File: src/verilog/crs_pkg.sv
// constants and carrier types for the core special register set
package crs_pkg;
  localparam int unsigned CRS_NUM_GPR   = 13;
  localparam logic [3:0]  CRS_IDX_SP    = 4'hD;
  localparam logic [3:0]  CRS_IDX_LINK  = 4'hE;
  localparam logic [3:0]  CRS_IDX_PC    = 4'hF;
  // vector table addresses used at reset
  localparam logic [31:0] CRS_VEC_SP_ADDR = 32'h00000000;
  localparam logic [31:0] CRS_VEC_PC_ADDR = 32'h00000004;
  // field positions
  localparam int unsigned CRS_FLAG_N_POS  = 31;
  localparam int unsigned CRS_FLAG_Z_POS  = 30;
  localparam int unsigned CRS_FLAG_C_POS  = 29;
  localparam int unsigned CRS_FLAG_V_POS  = 28;
  localparam int unsigned CRS_ISA_POS     = 24;
  localparam int unsigned CRS_EXC_MSB     = 5;
  localparam int unsigned CRS_CTRL_SP_POS = 1;
  localparam int unsigned CRS_MASK_POS    = 0;
  // field masks within the 32-bit status word
  localparam logic [31:0] CRS_FLAG_MASK = 32'hF0000000;
  localparam logic [31:0] CRS_EXC_MASK  = 32'h0000003F;
  localparam logic [31:0] CRS_EXEC_MASK = 32'h01000000;
  // reset values
  localparam logic [5:0]  CRS_EXC_RESET  = 6'h00;
  localparam logic        CRS_MASK_RESET = 1'b0;
  localparam logic        CRS_SPSEL_RESET = 1'b0;
  // exception numbers
  localparam logic [5:0]  CRS_EXC_THREAD   = 6'h00;
  localparam logic [5:0]  CRS_EXC_NMI      = 6'h02;
  localparam logic [5:0]  CRS_EXC_FATAL    = 6'h03;
  localparam logic [5:0]  CRS_EXC_SVC      = 6'h0B;
  localparam logic [5:0]  CRS_EXC_PENDSVC  = 6'h0E;
  localparam logic [5:0]  CRS_EXC_SYSTEM_TICK_EXC  = 6'h0F;
  localparam logic [5:0]  CRS_EXC_IRQ_LO   = 6'h10;
  localparam logic [5:0]  CRS_EXC_IRQ_HI   = 6'h2F;

  // special register selectors for move instructions
  typedef enum logic [3:0] {
    CRS_SR_FLAG      = 4'h0,
    CRS_SR_FLAG_EXC  = 4'h1,
    CRS_SR_FLAG_EXEC = 4'h2,
    CRS_SR_ALL       = 4'h3,
    CRS_SR_EXC       = 4'h5,
    CRS_SR_EXC_EXEC  = 4'h6,
    CRS_SR_EXEC      = 4'h7,
    CRS_SR_MSP       = 4'h8,
    CRS_SR_PSP       = 4'h9,
    CRS_SR_MASK      = 4'hA,
    CRS_SR_CONTROL   = 4'hB
  } crs_sr_sel_t;

  typedef struct packed {
    logic        we;
    logic [3:0]  idx;
    logic [31:0] data;
  } crs_gpr_wr_t;

  typedef struct packed {
    logic        we;
    crs_sr_sel_t sel;
    logic [31:0] data;
  } crs_sr_wr_t;

  typedef struct packed {
    logic       we;
    logic [3:0] nzcv;
  } crs_flag_wr_t;

  // exception entry / return event
  typedef struct packed {
    logic        entry;
    logic        ret;
    logic [5:0]  exc_num;
    logic [31:0] vector;
    logic [31:0] stacked_psr;
    logic        ret_spsel;
  } crs_exc_evt_t;
endpackage

File: src/verilog/crs_core_regs.sv
// core special register set: gprs, banked sp, link, pc, status word, mask, control
`timescale 1ns/1ps
// Notes on behaviour
// (RULE1) thirteen 32-bit data registers, reset undefined
// (RULE2) r13 picks main or process stack
// (RULE3) reset loads main stack from address 0
// (RULE4) reset loads pc from 4, bit0 isa
// (RULE5) r14 holds return link, reset unspecified
// (RULE6) three status parts, combinable move views
// (RULE7) writes never change active exception field
// (RULE8) exec-state reads zero, writes ignored
// (RULE9) flags at bits 31..28, rest reserved
// (RULE10) exception number in bits 5:0
// (RULE11) isa flag at bit 24 only
// (RULE12) isa flag cleared by branch, return, vector
// (RULE13) executing with isa clear raises fatal fault
// (RULE14) exception entry stacks execution-state bits
// (RULE15) interrupt abandons multi-register load/store
// (RULE16) restart abandoned multi transfer from beginning
// (RULE17) mask bit0 blocks configurable priority exceptions
// (RULE18) mask set by moves or state-change instruction
// (RULE19) handler mode always uses main stack
// (RULE20) handler mode: stack select reads zero
// (RULE21) reserved bits read zero, ignore writes
module crs_core_regs
  import crs_pkg::*;
(
  input  wire logic         i_clk,
  input  wire logic         i_reset,
  // reset vector fetch results, valid while i_vec_valid
  input  wire logic         i_vec_valid,
  input  wire logic [31:0]  i_vec_sp,
  input  wire logic [31:0]  i_vec_pc,
  input  wire crs_gpr_wr_t  i_gpr_wr,
  input  wire logic [3:0]   i_gpr_rd_idx,
  input  wire logic         i_pc_we,
  input  wire logic [31:0]  i_pc_data,
  input  wire logic         i_exchange,
  input  wire crs_flag_wr_t i_flag_wr,
  input  wire crs_sr_wr_t   i_sr_wr,
  input  wire crs_sr_sel_t  i_sr_rd_sel,
  input  wire logic         i_cps_we,
  input  wire logic         i_cps_disable,
  input  wire crs_exc_evt_t i_exc,
  input  wire logic         i_exec_req,
  input  wire logic         i_multi_start,
  input  wire logic [31:0]  i_multi_pc,
  input  wire logic         i_multi_done,
  input  wire logic         i_irq_take,
  input  wire logic         i_cfg_prio_req,
  output logic              o_ready,
  output logic [31:0]       o_gpr_rd,
  output logic [31:0]       o_sp,
  output logic [31:0]       o_pc,
  output logic [31:0]       o_sr_rd,
  output logic [31:0]       o_stack_psr,
  output logic              o_handler,
  output logic              o_fatal_fault,
  output logic              o_multi_abandon,
  output logic              o_cfg_prio_block
);

  typedef enum logic [1:0] {
    ST_FETCH_VEC,
    ST_RUN
  } crs_state_t;

  crs_state_t  state_q;
  logic [31:0] gpr_q [CRS_NUM_GPR];
  logic [31:0] main_sp_q;
  logic [31:0] proc_sp_q;
  logic [31:0] link_q;
  logic [31:0] pc_q;
  logic [3:0]  nzcv_q;
  logic [5:0]  exc_q;
  logic        isa_q;
  logic        mask_q;
  logic        spsel_q;
  logic        multi_act_q;
  logic [31:0] multi_pc_q;
  logic        running;
  logic        handler;
  logic        use_psp;
  logic [31:0] psr_full;

  // full status word, execution part included for stacking
  // (RULE11) isa flag at bit 24
  function automatic logic [31:0] build_psr(input logic [3:0] f, input logic [5:0] e,
                                            input logic t);
    logic [31:0] w;
    w = 32'h00000000;
    w[CRS_FLAG_N_POS:CRS_FLAG_V_POS] = f;
    w[CRS_EXC_MSB:0] = e;
    w[CRS_ISA_POS] = t;
    return w;
  endfunction

  function automatic logic sel_has_flags(input crs_sr_sel_t s);
    return (s == CRS_SR_FLAG) || (s == CRS_SR_FLAG_EXC) ||
           (s == CRS_SR_FLAG_EXEC) || (s == CRS_SR_ALL);
  endfunction

  function automatic logic sel_has_exc(input crs_sr_sel_t s);
    return (s == CRS_SR_FLAG_EXC) || (s == CRS_SR_ALL) ||
           (s == CRS_SR_EXC) || (s == CRS_SR_EXC_EXEC);
  endfunction

  // exec part never enters a read mask, so those views see zero there
  function automatic logic [31:0] view_mask(input crs_sr_sel_t s);
    logic [31:0] m;
    m = 32'h00000000;
    if (sel_has_flags(s)) begin
      m = m | CRS_FLAG_MASK;
    end
    if (sel_has_exc(s)) begin
      m = m | CRS_EXC_MASK;
    end
    return m;
  endfunction

  assign running  = (state_q == ST_RUN);
  assign handler  = (exc_q != CRS_EXC_THREAD);
  // (RULE19) handler forces main stack
  assign use_psp  = spsel_q && !handler;
  assign psr_full = build_psr(nzcv_q, exc_q, isa_q);

  always_ff @(posedge i_clk) begin
    if (i_reset) begin
      state_q <= ST_FETCH_VEC;
    end else if (state_q == ST_FETCH_VEC && i_vec_valid) begin
      state_q <= ST_RUN;
    end
  end

  // (RULE1) data registers, no reset on purpose
  always_ff @(posedge i_clk) begin
    if (running && i_gpr_wr.we && i_gpr_wr.idx < CRS_IDX_SP) begin
      gpr_q[i_gpr_wr.idx] <= i_gpr_wr.data;
    end
  end

  // (RULE3) main stack loaded from word zero
  always_ff @(posedge i_clk) begin
    if (state_q == ST_FETCH_VEC) begin
      if (i_vec_valid) begin
        main_sp_q <= i_vec_sp;
      end
    end else if (i_sr_wr.we && i_sr_wr.sel == CRS_SR_MSP) begin
      main_sp_q <= i_sr_wr.data;
    // (RULE2) r13 writes go to selected stack
    end else if (i_gpr_wr.we && i_gpr_wr.idx == CRS_IDX_SP && !use_psp) begin
      main_sp_q <= i_gpr_wr.data;
    end
  end

  always_ff @(posedge i_clk) begin
    if (running && i_sr_wr.we && i_sr_wr.sel == CRS_SR_PSP) begin
      proc_sp_q <= i_sr_wr.data;
    end else if (running && i_gpr_wr.we && i_gpr_wr.idx == CRS_IDX_SP && use_psp) begin
      proc_sp_q <= i_gpr_wr.data;
    end
  end

  // (RULE5) return link, reset left unspecified
  always_ff @(posedge i_clk) begin
    if (running && i_gpr_wr.we && i_gpr_wr.idx == CRS_IDX_LINK) begin
      link_q <= i_gpr_wr.data;
    end
  end

  // (RULE4) pc from vector word at four
  always_ff @(posedge i_clk) begin
    if (state_q == ST_FETCH_VEC) begin
      if (i_vec_valid) begin
        pc_q <= {i_vec_pc[31:1], 1'b0};
      end
    end else if (i_exc.entry) begin
      pc_q <= {i_exc.vector[31:1], 1'b0};
    // (RULE16) resume multi transfer from start
    end else if (i_exc.ret && multi_act_q) begin
      pc_q <= multi_pc_q;
    end else if (i_pc_we) begin
      pc_q <= {i_pc_data[31:1], 1'b0};
    end
  end

  // (RULE12) isa flag load and clear paths
  always_ff @(posedge i_clk) begin
    if (state_q == ST_FETCH_VEC) begin
      if (i_vec_valid) begin
        isa_q <= i_vec_pc[0];
      end
    end else if (i_exc.entry) begin
      isa_q <= i_exc.vector[0];
    end else if (i_exc.ret) begin
      isa_q <= i_exc.stacked_psr[CRS_ISA_POS];
    end else if (i_pc_we && i_exchange) begin
      isa_q <= i_pc_data[0];
    end
  end

  // (RULE9) flags from alu or move writes
  always_ff @(posedge i_clk) begin
    if (i_reset) begin
      nzcv_q <= 4'h0;
    end else if (i_exc.ret) begin
      nzcv_q <= i_exc.stacked_psr[CRS_FLAG_N_POS:CRS_FLAG_V_POS];
    end else if (i_sr_wr.we && sel_has_flags(i_sr_wr.sel)) begin
      nzcv_q <= i_sr_wr.data[CRS_FLAG_N_POS:CRS_FLAG_V_POS];
    end else if (i_flag_wr.we) begin
      nzcv_q <= i_flag_wr.nzcv;
    end
  end

  // (RULE7) only reset, entry and return move the exception field
  always_ff @(posedge i_clk) begin
    if (i_reset) begin
      exc_q <= CRS_EXC_RESET;
    end else if (i_exc.entry) begin
      // (RULE10) six-bit exception number
      exc_q <= i_exc.exc_num;
    end else if (i_exc.ret) begin
      exc_q <= i_exc.stacked_psr[CRS_EXC_MSB:0];
    end
  end

  // (RULE18) mask via moves or state-change instr
  always_ff @(posedge i_clk) begin
    if (i_reset) begin
      mask_q <= CRS_MASK_RESET;
    end else if (i_cps_we) begin
      mask_q <= i_cps_disable;
    end else if (i_sr_wr.we && i_sr_wr.sel == CRS_SR_MASK) begin
      mask_q <= i_sr_wr.data[CRS_MASK_POS];
    end
  end

  // (RULE20) handler ignores writes; entry/return update it
  always_ff @(posedge i_clk) begin
    if (i_reset) begin
      spsel_q <= CRS_SPSEL_RESET;
    end else if (i_exc.entry) begin
      spsel_q <= 1'b0;
    end else if (i_exc.ret) begin
      spsel_q <= i_exc.ret_spsel;
    end else if (i_sr_wr.we && i_sr_wr.sel == CRS_SR_CONTROL && !handler) begin
      spsel_q <= i_sr_wr.data[CRS_CTRL_SP_POS];
    end
  end

  // (RULE15) remember multi transfer start for abandon
  always_ff @(posedge i_clk) begin
    if (i_reset) begin
      multi_act_q <= 1'b0;
      multi_pc_q  <= 32'h00000000;
    end else if (i_multi_start) begin
      multi_act_q <= 1'b1;
      multi_pc_q  <= i_multi_pc;
    end else if (i_multi_done || i_exc.ret) begin
      multi_act_q <= 1'b0;
    end
  end

  always_ff @(posedge i_clk) begin
    if (i_reset) begin
      o_multi_abandon <= 1'b0;
    end else begin
      o_multi_abandon <= multi_act_q && i_irq_take && !i_multi_done;
    end
  end

  // (RULE13) fetch with isa clear is fatal
  always_ff @(posedge i_clk) begin
    if (i_reset) begin
      o_fatal_fault <= 1'b0;
    end else begin
      o_fatal_fault <= running && i_exec_req && !isa_q;
    end
  end

  // (RULE17) mask blocks configurable-priority requests
  always_ff @(posedge i_clk) begin
    if (i_reset) begin
      o_cfg_prio_block <= 1'b0;
    end else begin
      o_cfg_prio_block <= i_cfg_prio_req && mask_q;
    end
  end

  // (RULE14) stacked word carries execution bits
  always_ff @(posedge i_clk) begin
    if (i_reset) begin
      o_stack_psr <= 32'h00000000;
    end else if (i_exc.entry) begin
      o_stack_psr <= psr_full;
    end
  end

  // (RULE6) move-read views; (RULE8) exec bits read zero
  always_ff @(posedge i_clk) begin
    if (i_reset) begin
      o_sr_rd <= 32'h00000000;
    end else begin
      case (i_sr_rd_sel)
        CRS_SR_FLAG, CRS_SR_FLAG_EXC, CRS_SR_FLAG_EXEC, CRS_SR_ALL,
        CRS_SR_EXC, CRS_SR_EXC_EXEC, CRS_SR_EXEC: begin
          o_sr_rd <= psr_full & view_mask(i_sr_rd_sel);
        end
        CRS_SR_MSP:                    o_sr_rd <= main_sp_q;
        CRS_SR_PSP:                    o_sr_rd <= proc_sp_q;
        // (RULE21) reserved bits read zero
        CRS_SR_MASK:    o_sr_rd <= {31'h0, mask_q};
        CRS_SR_CONTROL: o_sr_rd <= {30'h0, use_psp, 1'b0};
        default:        o_sr_rd <= 32'h00000000;
      endcase
    end
  end

  always_ff @(posedge i_clk) begin
    if (i_reset) begin
      o_gpr_rd <= 32'h00000000;
    end else if (i_gpr_rd_idx < CRS_IDX_SP) begin
      o_gpr_rd <= gpr_q[i_gpr_rd_idx];
    end else if (i_gpr_rd_idx == CRS_IDX_SP) begin
      o_gpr_rd <= use_psp ? proc_sp_q : main_sp_q;
    end else if (i_gpr_rd_idx == CRS_IDX_LINK) begin
      o_gpr_rd <= link_q;
    end else begin
      o_gpr_rd <= pc_q;
    end
  end

  always_ff @(posedge i_clk) begin
    if (i_reset) begin
      o_ready   <= 1'b0;
      o_sp      <= 32'h00000000;
      o_pc      <= 32'h00000000;
      o_handler <= 1'b0;
    end else begin
      o_ready   <= running;
      o_sp      <= use_psp ? proc_sp_q : main_sp_q;
      o_pc      <= pc_q;
      o_handler <= handler;
    end
  end

endmodule

File: config.mk
export PLATFORM = sky130hd
export DESIGN_NAME = crs_core_regs
export DESIGN_NICKNAME = d
export VERILOG_FILES = /design/src/verilog/crs_pkg.sv /design/src/verilog/crs_core_regs.sv
export SDC_FILE = /design/constraint.sdc
export NUM_CORES = 1
export LEC_CHECK = 0
export ABC_AREA = 1
export BUFFER_PORTS_ARGS = -buffer_cell sky130_fd_sc_hd__buf_2
export CAP_MARGIN = 15
export CORE_MARGIN = 2
export CORE_UTILIZATION = 39
export DETAILED_ROUTE_END_ITERATION = 8
export PLACE_DENSITY_LB_ADDON = 0.3
export SYNTH_ARGS = -nofsm -noshare
export SYNTH_HDL_FRONTEND = slang
export SYNTH_SLANG_ARGS = --single-unit
File: constraint.sdc
create_clock -name i_clk -period 3.62 [get_ports i_clk]
set_clock_uncertainty 0.1 [all_clocks]
set_input_delay 0.181 -clock i_clk [delete_from_list [all_inputs] [get_ports i_clk]]
set_output_delay 0.181 -clock i_clk [all_outputs]
set_load 0.02 [all_outputs]
==> results of run 1 <==
==> power by group <==
group / internal (mW) / switching, mW
sequential: 9.32 / 0.156
clock: 4.84 / 3.40
combinational: 0.745 / 1.29
==> critical path, delay by kind of cell (launching register included) <==
kind	cells	cell delay, ns
compound gates	1	0.21
buf+inv	4	1.80
flops	1	0.46
simple gates	1	0.10
==> layout by cell type (no fill, tap or decap), types with 3 or more instances in the layout <==
cell type,count
sky130_fd_sc_hd__buf_12,12
sky130_fd_sc_hd__a31oi_1,6
sky130_fd_sc_hd__conb_1,21
sky130_fd_sc_hd__nor3_1,4
sky130_fd_sc_hd__o221ai_1,3
sky130_fd_sc_hd__nand3_1,235
sky130_fd_sc_hd__nand4_1,46
sky130_fd_sc_hd__dlygate4sd3_1,275
sky130_fd_sc_hd__clkinv_1,9
sky130_fd_sc_hd__clkinv_2,22
sky130_fd_sc_hd__edfxtp_1,545
sky130_fd_sc_hd__nand2_2,4
sky130_fd_sc_hd__inv_1,232
sky130_fd_sc_hd__o211ai_1,16
sky130_fd_sc_hd__a21boi_0,5
sky130_fd_sc_hd__clkbuf_1,6
sky130_fd_sc_hd__clkbuf_16,79
sky130_fd_sc_hd__a21oi_1,150
sky130_fd_sc_hd__nor2_1,298
sky130_fd_sc_hd__o21ai_1,50
sky130_fd_sc_hd__buf_4,52
sky130_fd_sc_hd__inv_2,6
sky130_fd_sc_hd__a221oi_1,3
sky130_fd_sc_hd__o21a_1,5
sky130_fd_sc_hd__o21ai_0,153
sky130_fd_sc_hd__clkbuf_8,8
sky130_fd_sc_hd__nand2_1,845
sky130_fd_sc_hd__nor2_4,18
sky130_fd_sc_hd__buf_2,420
sky130_fd_sc_hd__bufinv_16,9
sky130_fd_sc_hd__dfxtp_1,190
sky130_fd_sc_hd__o311ai_0,31
sky130_fd_sc_hd__or2_2,3
sky130_fd_sc_hd__clkinvlp_4,5
sky130_fd_sc_hd__clkinv_8,6
sky130_fd_sc_hd__a22oi_1,6
==> worst paths after layout <==
kind	startpoint	to	slack [ns]	cells after the start
hold reg to reg	isa_q	o_fatal_fault	0.34	1
setup reg to reg	state_q[0]	proc_sp_q[20]	0.69	6
setup / recovery	state_q[0]	proc_sp_q[20]	0.69	6
hold / removal	i_multi_start	multi_pc_q[15]	0.05	4
==> flip-flops by register name (all words and copies together), names as in the netlist, 4 cells and up <==
register	flops
proc_sp_q	32
gpr_q	416
nzcv_q	4
o_pc	32
main_sp_q	32
o_sp	32
link_q	32
o_gpr_rd	32
pc_q	32
exc_q	6
o_sr_rd	32
o_stack_psr	11
multi_pc_q	32
==> cell type report <==
cell class	instances	area share
inverters	242	0.02345
multi-input cells	1916	0.2203
diodes	2	0.0001278
clock buffers	93	0.05385
repair buffers	759	0.1400
well taps	1040	0.03322
flip-flops and latches	735	0.5149
clock inverters	51	0.01415
==> cells by family after synthesis <==
logic type | Yosys count
other | 1
buffers and inverters | 448
AND/OR/NAND/NOR | 1460
flip-flops | 735
AO/OA/AOI/OAI | 435
==> per-layer routing <==
metal,vias to the layer above,share of wire
met5,-,0.00013
met4,2,0.029
met3,198,0.082
met2,1163,0.47
met1,12020,0.42
li1,11620,-
==> stage by stage <==
step	setup slack, ns	instance area, um2
2_1_floorplan	0.5069	30680
3_3_place_gp	1.145	33750
3_5_place_dp	1.113	33750
4_1_cts	0.8358	39170
5_1_grt	0.6072	39170
6_report	0.6914	39170
==> timing repair <==
action                                 in CTS  in global routing
hold buffers                              275                  0
endpoints found under the hold margin     607                  0
buffers inserted                            0                  0
resized for setup                           0                  0
==> Implementation_results.wiki, run 1 <==
{| class="wikitable"
! Metric !! Value
|-
| Count of pins on the block boundary || 465
|-
| Number of warnings printed during yosys synthesis || 0
|-
| Post-synthesis adder-cell area fraction || 0
|-
| Mux contribution to synthesized area || 0
|-
| Chip height || 284.1 um
|-
| Count leader, synth || sky130_fd_sc_hd__nand2_1
|-
| Starting utilization of the core area || 0.3945
|-
| Core Footprint || 77,590 um2
|-
| Area growth, synth to finish || 27.98%
|-
| Sequential area share after synthesis || 0.6590
|-
| Total design power || 19.74 mW
|-
| Area taken by multi-input logic gates || 8628 um2
|-
| Most used flip-flop cell after synthesis || sky130_fd_sc_hd__edfxtp_1
|-
| Combined area of all synthesized cells || 30,610 um2
|-
| Crit Path Max Fanout || 54
|-
| DRC viols || 0
|-
| Critical Path Slowest Stage Cell || sky130_fd_sc_hd__inv_2
|-
| Mean instance size in the synthesized netlist || 9.941 um2
|-
| Largest vdd supply drop || 0.3599 mV
|-
| Critical Path, Cell by Cell || buf_4, nand3_1, buf_4, inv_2, o21ai_0, dlygate4sd3_1
|-
| Clock tree from TritonCTS || built
|-
| Ys async rst share || 0
|-
| Overall via count from detail_route || 25,000
|-
| Clock latency of the later-clocked register in the worst-skew pair || 0.64 ns
|-
| Stage delay of the slowest cell on the critical path || 0.73 ns
|-
| Endpoints failing hold || 0
|-
| Number of detailed-route iterations in the first pass || 5
|-
| Horizontal extent of the die || 284.1 um
|-
| Post-synthesis register bit count || 735
|-
| Type of element capturing the critical path || register
|-
| Share of the cycle needed by the critical path after routing || 0.8090
|-
| 1st-iter DRT viols || 2,635
|-
| Post-route insts no fill || 4,838
|-
| Remaining antenna violation count after routing || 0
|-
| Class of the tightest hold or removal check || input port to register
|-
| Peak clock frequency supported by timing || 0.3415 GHz
|-
| Global-route layer with the greatest usage || met2
|-
| Count of unique library cells instantiated by Yosys || 40
|-
| Worst hold slack across all endpoints || 0.05270 ns
|-
| # H-tree levels || 3
|-
| Fraction of the mapped netlist area in simple logic gates || 0.1956
|-
| Combined flip-flop and latch cell area || 20,170 um2
|-
| Cell at the root of the clock tree || sky130_fd_sc_hd__clkbuf_16
|-
| Arrival time at the worst endpoint || 3.22 ns
|-
| Required time at the worst-slack endpoint || 3.91 ns
|-
| Sink count of the clock tree || 735
|-
| Cell Count Post-Placement || 4,417
|-
| Final Critical Period || 2.929 ns
|-
| Total leakage power || 16.38 nW
|-
| Number of buffers on the longest clock path || 3
|-
| Run status || finished clean
|-
| Final Wtd Congestion || 0.9119
|-
| Number of max-slew violations in the final report || 0
|-
| Final core utilization || 0.5048
|-
| Number of setup violations in the final report || 0
|-
| Floorplan row count || 102
|-
| Leading cell types by count after synthesis || sky130_fd_sc_hd__nand2_1, sky130_fd_sc_hd__edfxtp_1, sky130_fd_sc_hd__nor2_1, sky130_fd_sc_hd__nand3_1, sky130_fd_sc_hd__inv_1
|-
| First-pass GRT wire length || 147.3 mm
|-
| Via-per-instance ratio || 5.168
|-
| Largest family of logic cells by synthesized area || simple AND/OR/NAND/NOR gates
|-
| Total CTS buffers || 77
|-
| Global-route congestion overflow total || 0
|-
| Clock transition time at the flip-flop clock pins of the worst setup and hold paths || 0.06 ns
|-
| Most frequent cell on the critical path || sky130_fd_sc_hd__buf_4
|-
| Final wirelength || 100.2 mm
|-
| Largest net degree at the start of global routing || 133
|-
| GRT met3 Usage || 0.03644
|-
| Setup TNS Final || 0 ns
|-
| Initial antenna violation count || 6
|-
| Normalized max-slew margin || 0.3325
|-
| Via count of the first global-routing pass || 23,630
|-
| Area leader, netlist || sky130_fd_sc_hd__edfxtp_1
|-
| Fraction of final layout cells sized beyond drive strength 1 || 0.1728
|-
| Post-DP HPWL || 65.50 mm
|-
| Routed wire per std cell || 20.71 um
|-
| Dominant cells by area after synthesis || sky130_fd_sc_hd__edfxtp_1, sky130_fd_sc_hd__dfxtp_1, sky130_fd_sc_hd__nand2_1
|-
| Count of maximum capacitance violations || 0
|-
| Count of buffers from port buffering || 422
|-
| Met2 Use GR || 0.3888
|-
| Kind of launch point of the worst setup path || register
|-
| Xor-xnor portion of the synthesized cell area || 0
|-
| Nets@finish || 4,031
|-
| Setup repair after global routing missed its margin || no
|-
| Total global-route track usage || 0.2408
|-
| Transition time of the tightest slew-check pin || 0.9991 ns
|-
| Gate count of the mapped netlist || 3,079
|-
| Cell Pwr Density || 504.0 nW/um2
|-
| Post-synth EDFFs || 545
|-
| Critical path class || register to register
|-
| Die area || 80,740 um2
|-
| Share of the synthesized area in compound gates (AO/OA/AOI/OAI) || 0.07894
|-
| Fillers || 7,016
|-
| Met1 usage in global routing || 0.3348
|-
| Share of the synthesized area in the top cell type || 0.5347
|}
No activity file was read; power rests on OpenSTA's default activity.
==> run 2, diff against run 1 <==
Clock period 3.62 ns to 2.35 ns, I/O delays scaled along.
==> run 2 against run 1 <==
Sequential power rose by 54%. Register-to-register slack worse by 0.64 ns. Critical path type unchanged. Largest power group unchanged. Clock power is 44% higher. Via count grew 3.1%. Combinational power increased by 62%.
==> Implementation_results.wiki, run 2 (synthesis gave the netlist of run 1 again) <==
{| class="wikitable"
! Metric !! Value
|-
| Run status || finished clean
|-
| Die area || 80,740 um2 (unchanged)
|-
| Class of the tightest hold or removal check || input port to register
|-
| Count of buffers from port buffering || 422 (unchanged)
|-
| Count of maximum capacitance violations || 0 (unchanged)
|-
| Total global-route track usage || 0.2520 (+0.01124)
|-
| Worst hold slack across all endpoints || 0.03574 ns (-0.01696 ns)
|-
| Count of pins on the block boundary || 465 (unchanged)
|-
| Most common cell after layout, fill and taps aside || sky130_fd_sc_hd__nand2_1
|-
| Fraction of final layout cells sized beyond drive strength 1 || 0.1779 (+0.005050)
|-
| Number of max-slew violations in the final report || 0 (unchanged)
|-
| Number of buffers on the longest clock path || 3 (unchanged)
|-
| Chip height || 284.1 um (unchanged)
|-
| Clock tree from TritonCTS || built
|-
| Post-route insts no fill || 4,935 (+2.0%)
|-
| Via-per-instance ratio || 5.222 (+1.1%)
|-
| Commonest cells after routing, fill and taps aside || sky130_fd_sc_hd__nand2_1, sky130_fd_sc_hd__edfxtp_1, sky130_fd_sc_hd__buf_2
|-
| Nets@finish || 4,126 (+2.4%)
|-
| Total leakage power || 16.78 nW (+2.5%)
|-
| Clock latency of the later-clocked register in the worst-skew pair || 0.63 ns (about the same)
|-
| Via count of the first global-routing pass || 24,650 (+4.3%)
|-
| Largest vdd supply drop || 0.4940 mV (+37%)
|-
| Crit Path Max Fanout || 32 (-41%)
|-
| Dpl cell area || 34,280 um2 (+1.6%)
|-
| Clock transition time at the flip-flop clock pins of the worst setup and hold paths || 0.07 ns (about the same)
|-
| Number of detailed-route iterations in the first pass || 8 (+3)
|-
| DRC viols || 0 (unchanged)
|-
| Register name with the most flops || gpr_q
|-
| Peak clock frequency supported by timing || 0.4360 GHz (+28%)
|-
| Floorplan row count || 102 (unchanged)
|-
| Max reg flops || 416 (unchanged)
|-
| Horizontal extent of the die || 284.1 um (unchanged)
|-
| 1st-iter DRT viols || 2,642 (+0.27%)
|-
| Critical path class || register to register
|-
| Global-route congestion overflow total || 0 (unchanged)
|-
| Post-DP HPWL || 68.85 mm (+5.1%)
|-
| Final Critical Period || 2.294 ns (-0.6349 ns)
|-
| Type of element capturing the critical path || register
|-
| Number of setup violations in the final report || 0 (unchanged)
|-
| Transition time of the tightest slew-check pin || 0.6782 ns (-0.3209 ns)
|-
| Initial antenna violation count || 7 (+1)
|-
| Final Wtd Congestion || 0.9305 (+2.0%)
|-
| Remaining antenna violation count after routing || 0 (unchanged)
|-
| Arrival time at the worst endpoint || 2.76 ns (-0.46 ns)
|-
| Cell Count Post-Placement || 4,456 (+0.88%)
|-
| Sink count of the clock tree || 735 (unchanged)
|-
| # H-tree levels || 3 (unchanged)
|-
| Share of the cycle needed by the critical path after routing || 0.9760 (+0.1670)
|-
| Normalized max-slew margin || 0.5479 (+0.2154)
|-
| Area growth, synth to finish || 30.92%
|-
| First-pass GRT wire length || 153.7 mm (+4.3%)
|-
| Final instance area || 40,070 um2 (+2.3%)
|-
| Final wirelength || 105.3 mm (+5.1%)
|-
| Final core utilization || 0.5164 (+0.01161)
|-
| Kind of launch point of the worst setup path || register
|-
| Setup repair after global routing missed its margin || no
|-
| Endpoints failing hold || 0 (unchanged)
|-
| Required time at the worst-slack endpoint || 2.82 ns (-1.09 ns)
|-
| Core Footprint || 77,590 um2 (unchanged)
|-
| Largest net degree at the start of global routing || 113 (-15%)
|-
| Overall via count from detail_route || 25,770 (+3.1%)
|-
| Starting utilization of the core area || 0.3945 (unchanged)
|-
| Total CTS buffers || 75 (-2.6%)
|-
| Cell Pwr Density || 742.4 nW/um2 (+47%)
|-
| Fillers || 6,917 (-1.4%)
|-
| Routed wire per std cell || 21.34 um (+3.0%)
|-
| Cell at the root of the clock tree || sky130_fd_sc_hd__clkbuf_16
|}
## run 2: worst paths after layout
kind / from / end / slack (ns) / cells past startpoint
setup / recovery: multi_act_q / o_multi_abandon / 0.06 / 7
hold / removal: i_multi_start / multi_pc_q[9] / 0.04 / 3
setup reg to reg: multi_act_q / o_multi_abandon / 0.06 / 7
hold reg to reg: isa_q / o_fatal_fault / 0.35 / 1
## run 2: through the flow
| stage | power (mW) | setup WS (ns) | setup TNS, ns |
|---|---|---|---|
| after global routing | 30.67 | 0.04527 | 0 |
| after floorplan | 16.27 | -0.2207 | -69.98 |
| after CTS | 29.78 | 0.01718 | 0 |
| after detailed placement | 17.58 | 0.03938 | 0 |
| final | 29.75 | 0.05638 | 0 |
| after global placement | 17.57 | 0.04328 | 0 |
## run 2: layout make-up
| type | instances | area (um2) | share of cell area |
|---|---|---|---|
| multi-input combinational | 1916 | 8636 | 0.2155 |
| clock buffer | 100 | 2073 | 0.05174 |
| antenna | 10 | 25.02 | 0.0006245 |
| clock inverter | 36 | 329.1 | 0.008212 |
| sequential | 735 | 20170 | 0.5034 |
| timing repair buffer | 855 | 6609 | 0.1649 |
| timing repair inverter | 1 | 7.507 | 0.0001873 |
| tap | 1040 | 1301 | 0.03247 |
| inverter | 242 | 920.9 | 0.02298 |
## run 2: worst max-delay path, cell delays in order, from the launching register on
cell                            delay, ns
sky130_fd_sc_hd__dfxtp_1             0.37
sky130_fd_sc_hd__buf_12              0.22
sky130_fd_sc_hd__inv_1               0.08
sky130_fd_sc_hd__nor2_2              0.14
sky130_fd_sc_hd__nand2_1             0.09
sky130_fd_sc_hd__dlygate4sd3_1       0.57
sky130_fd_sc_hd__nor2_1              0.09
sky130_fd_sc_hd__dlygate4sd3_1       0.57
## run 2: repair_timing
item | 4_1_cts | 5_1_grt
resized for setup | 0 | 12
setup buffers | 0 | 5
endpoints found under the hold margin | 653 | 0
endpoints found under the setup margin | 0 | 45
hold buffers | 326 | 0
## run 2: power by group
part           total (mW)  internal, mW  switching, mW
logic                3.29          1.23           2.06
clock network        11.9          6.78           5.09
registers            14.6          14.3          0.243
## run 2: layer usage
metal  track usage  vias up  wire length (um)
met4       0.08737        6              3839
met3       0.03796      295              8143
li1              -    11810                 -
met1        0.3442    12320             44140
met2        0.4098     1347             49130
met5             0        -                34
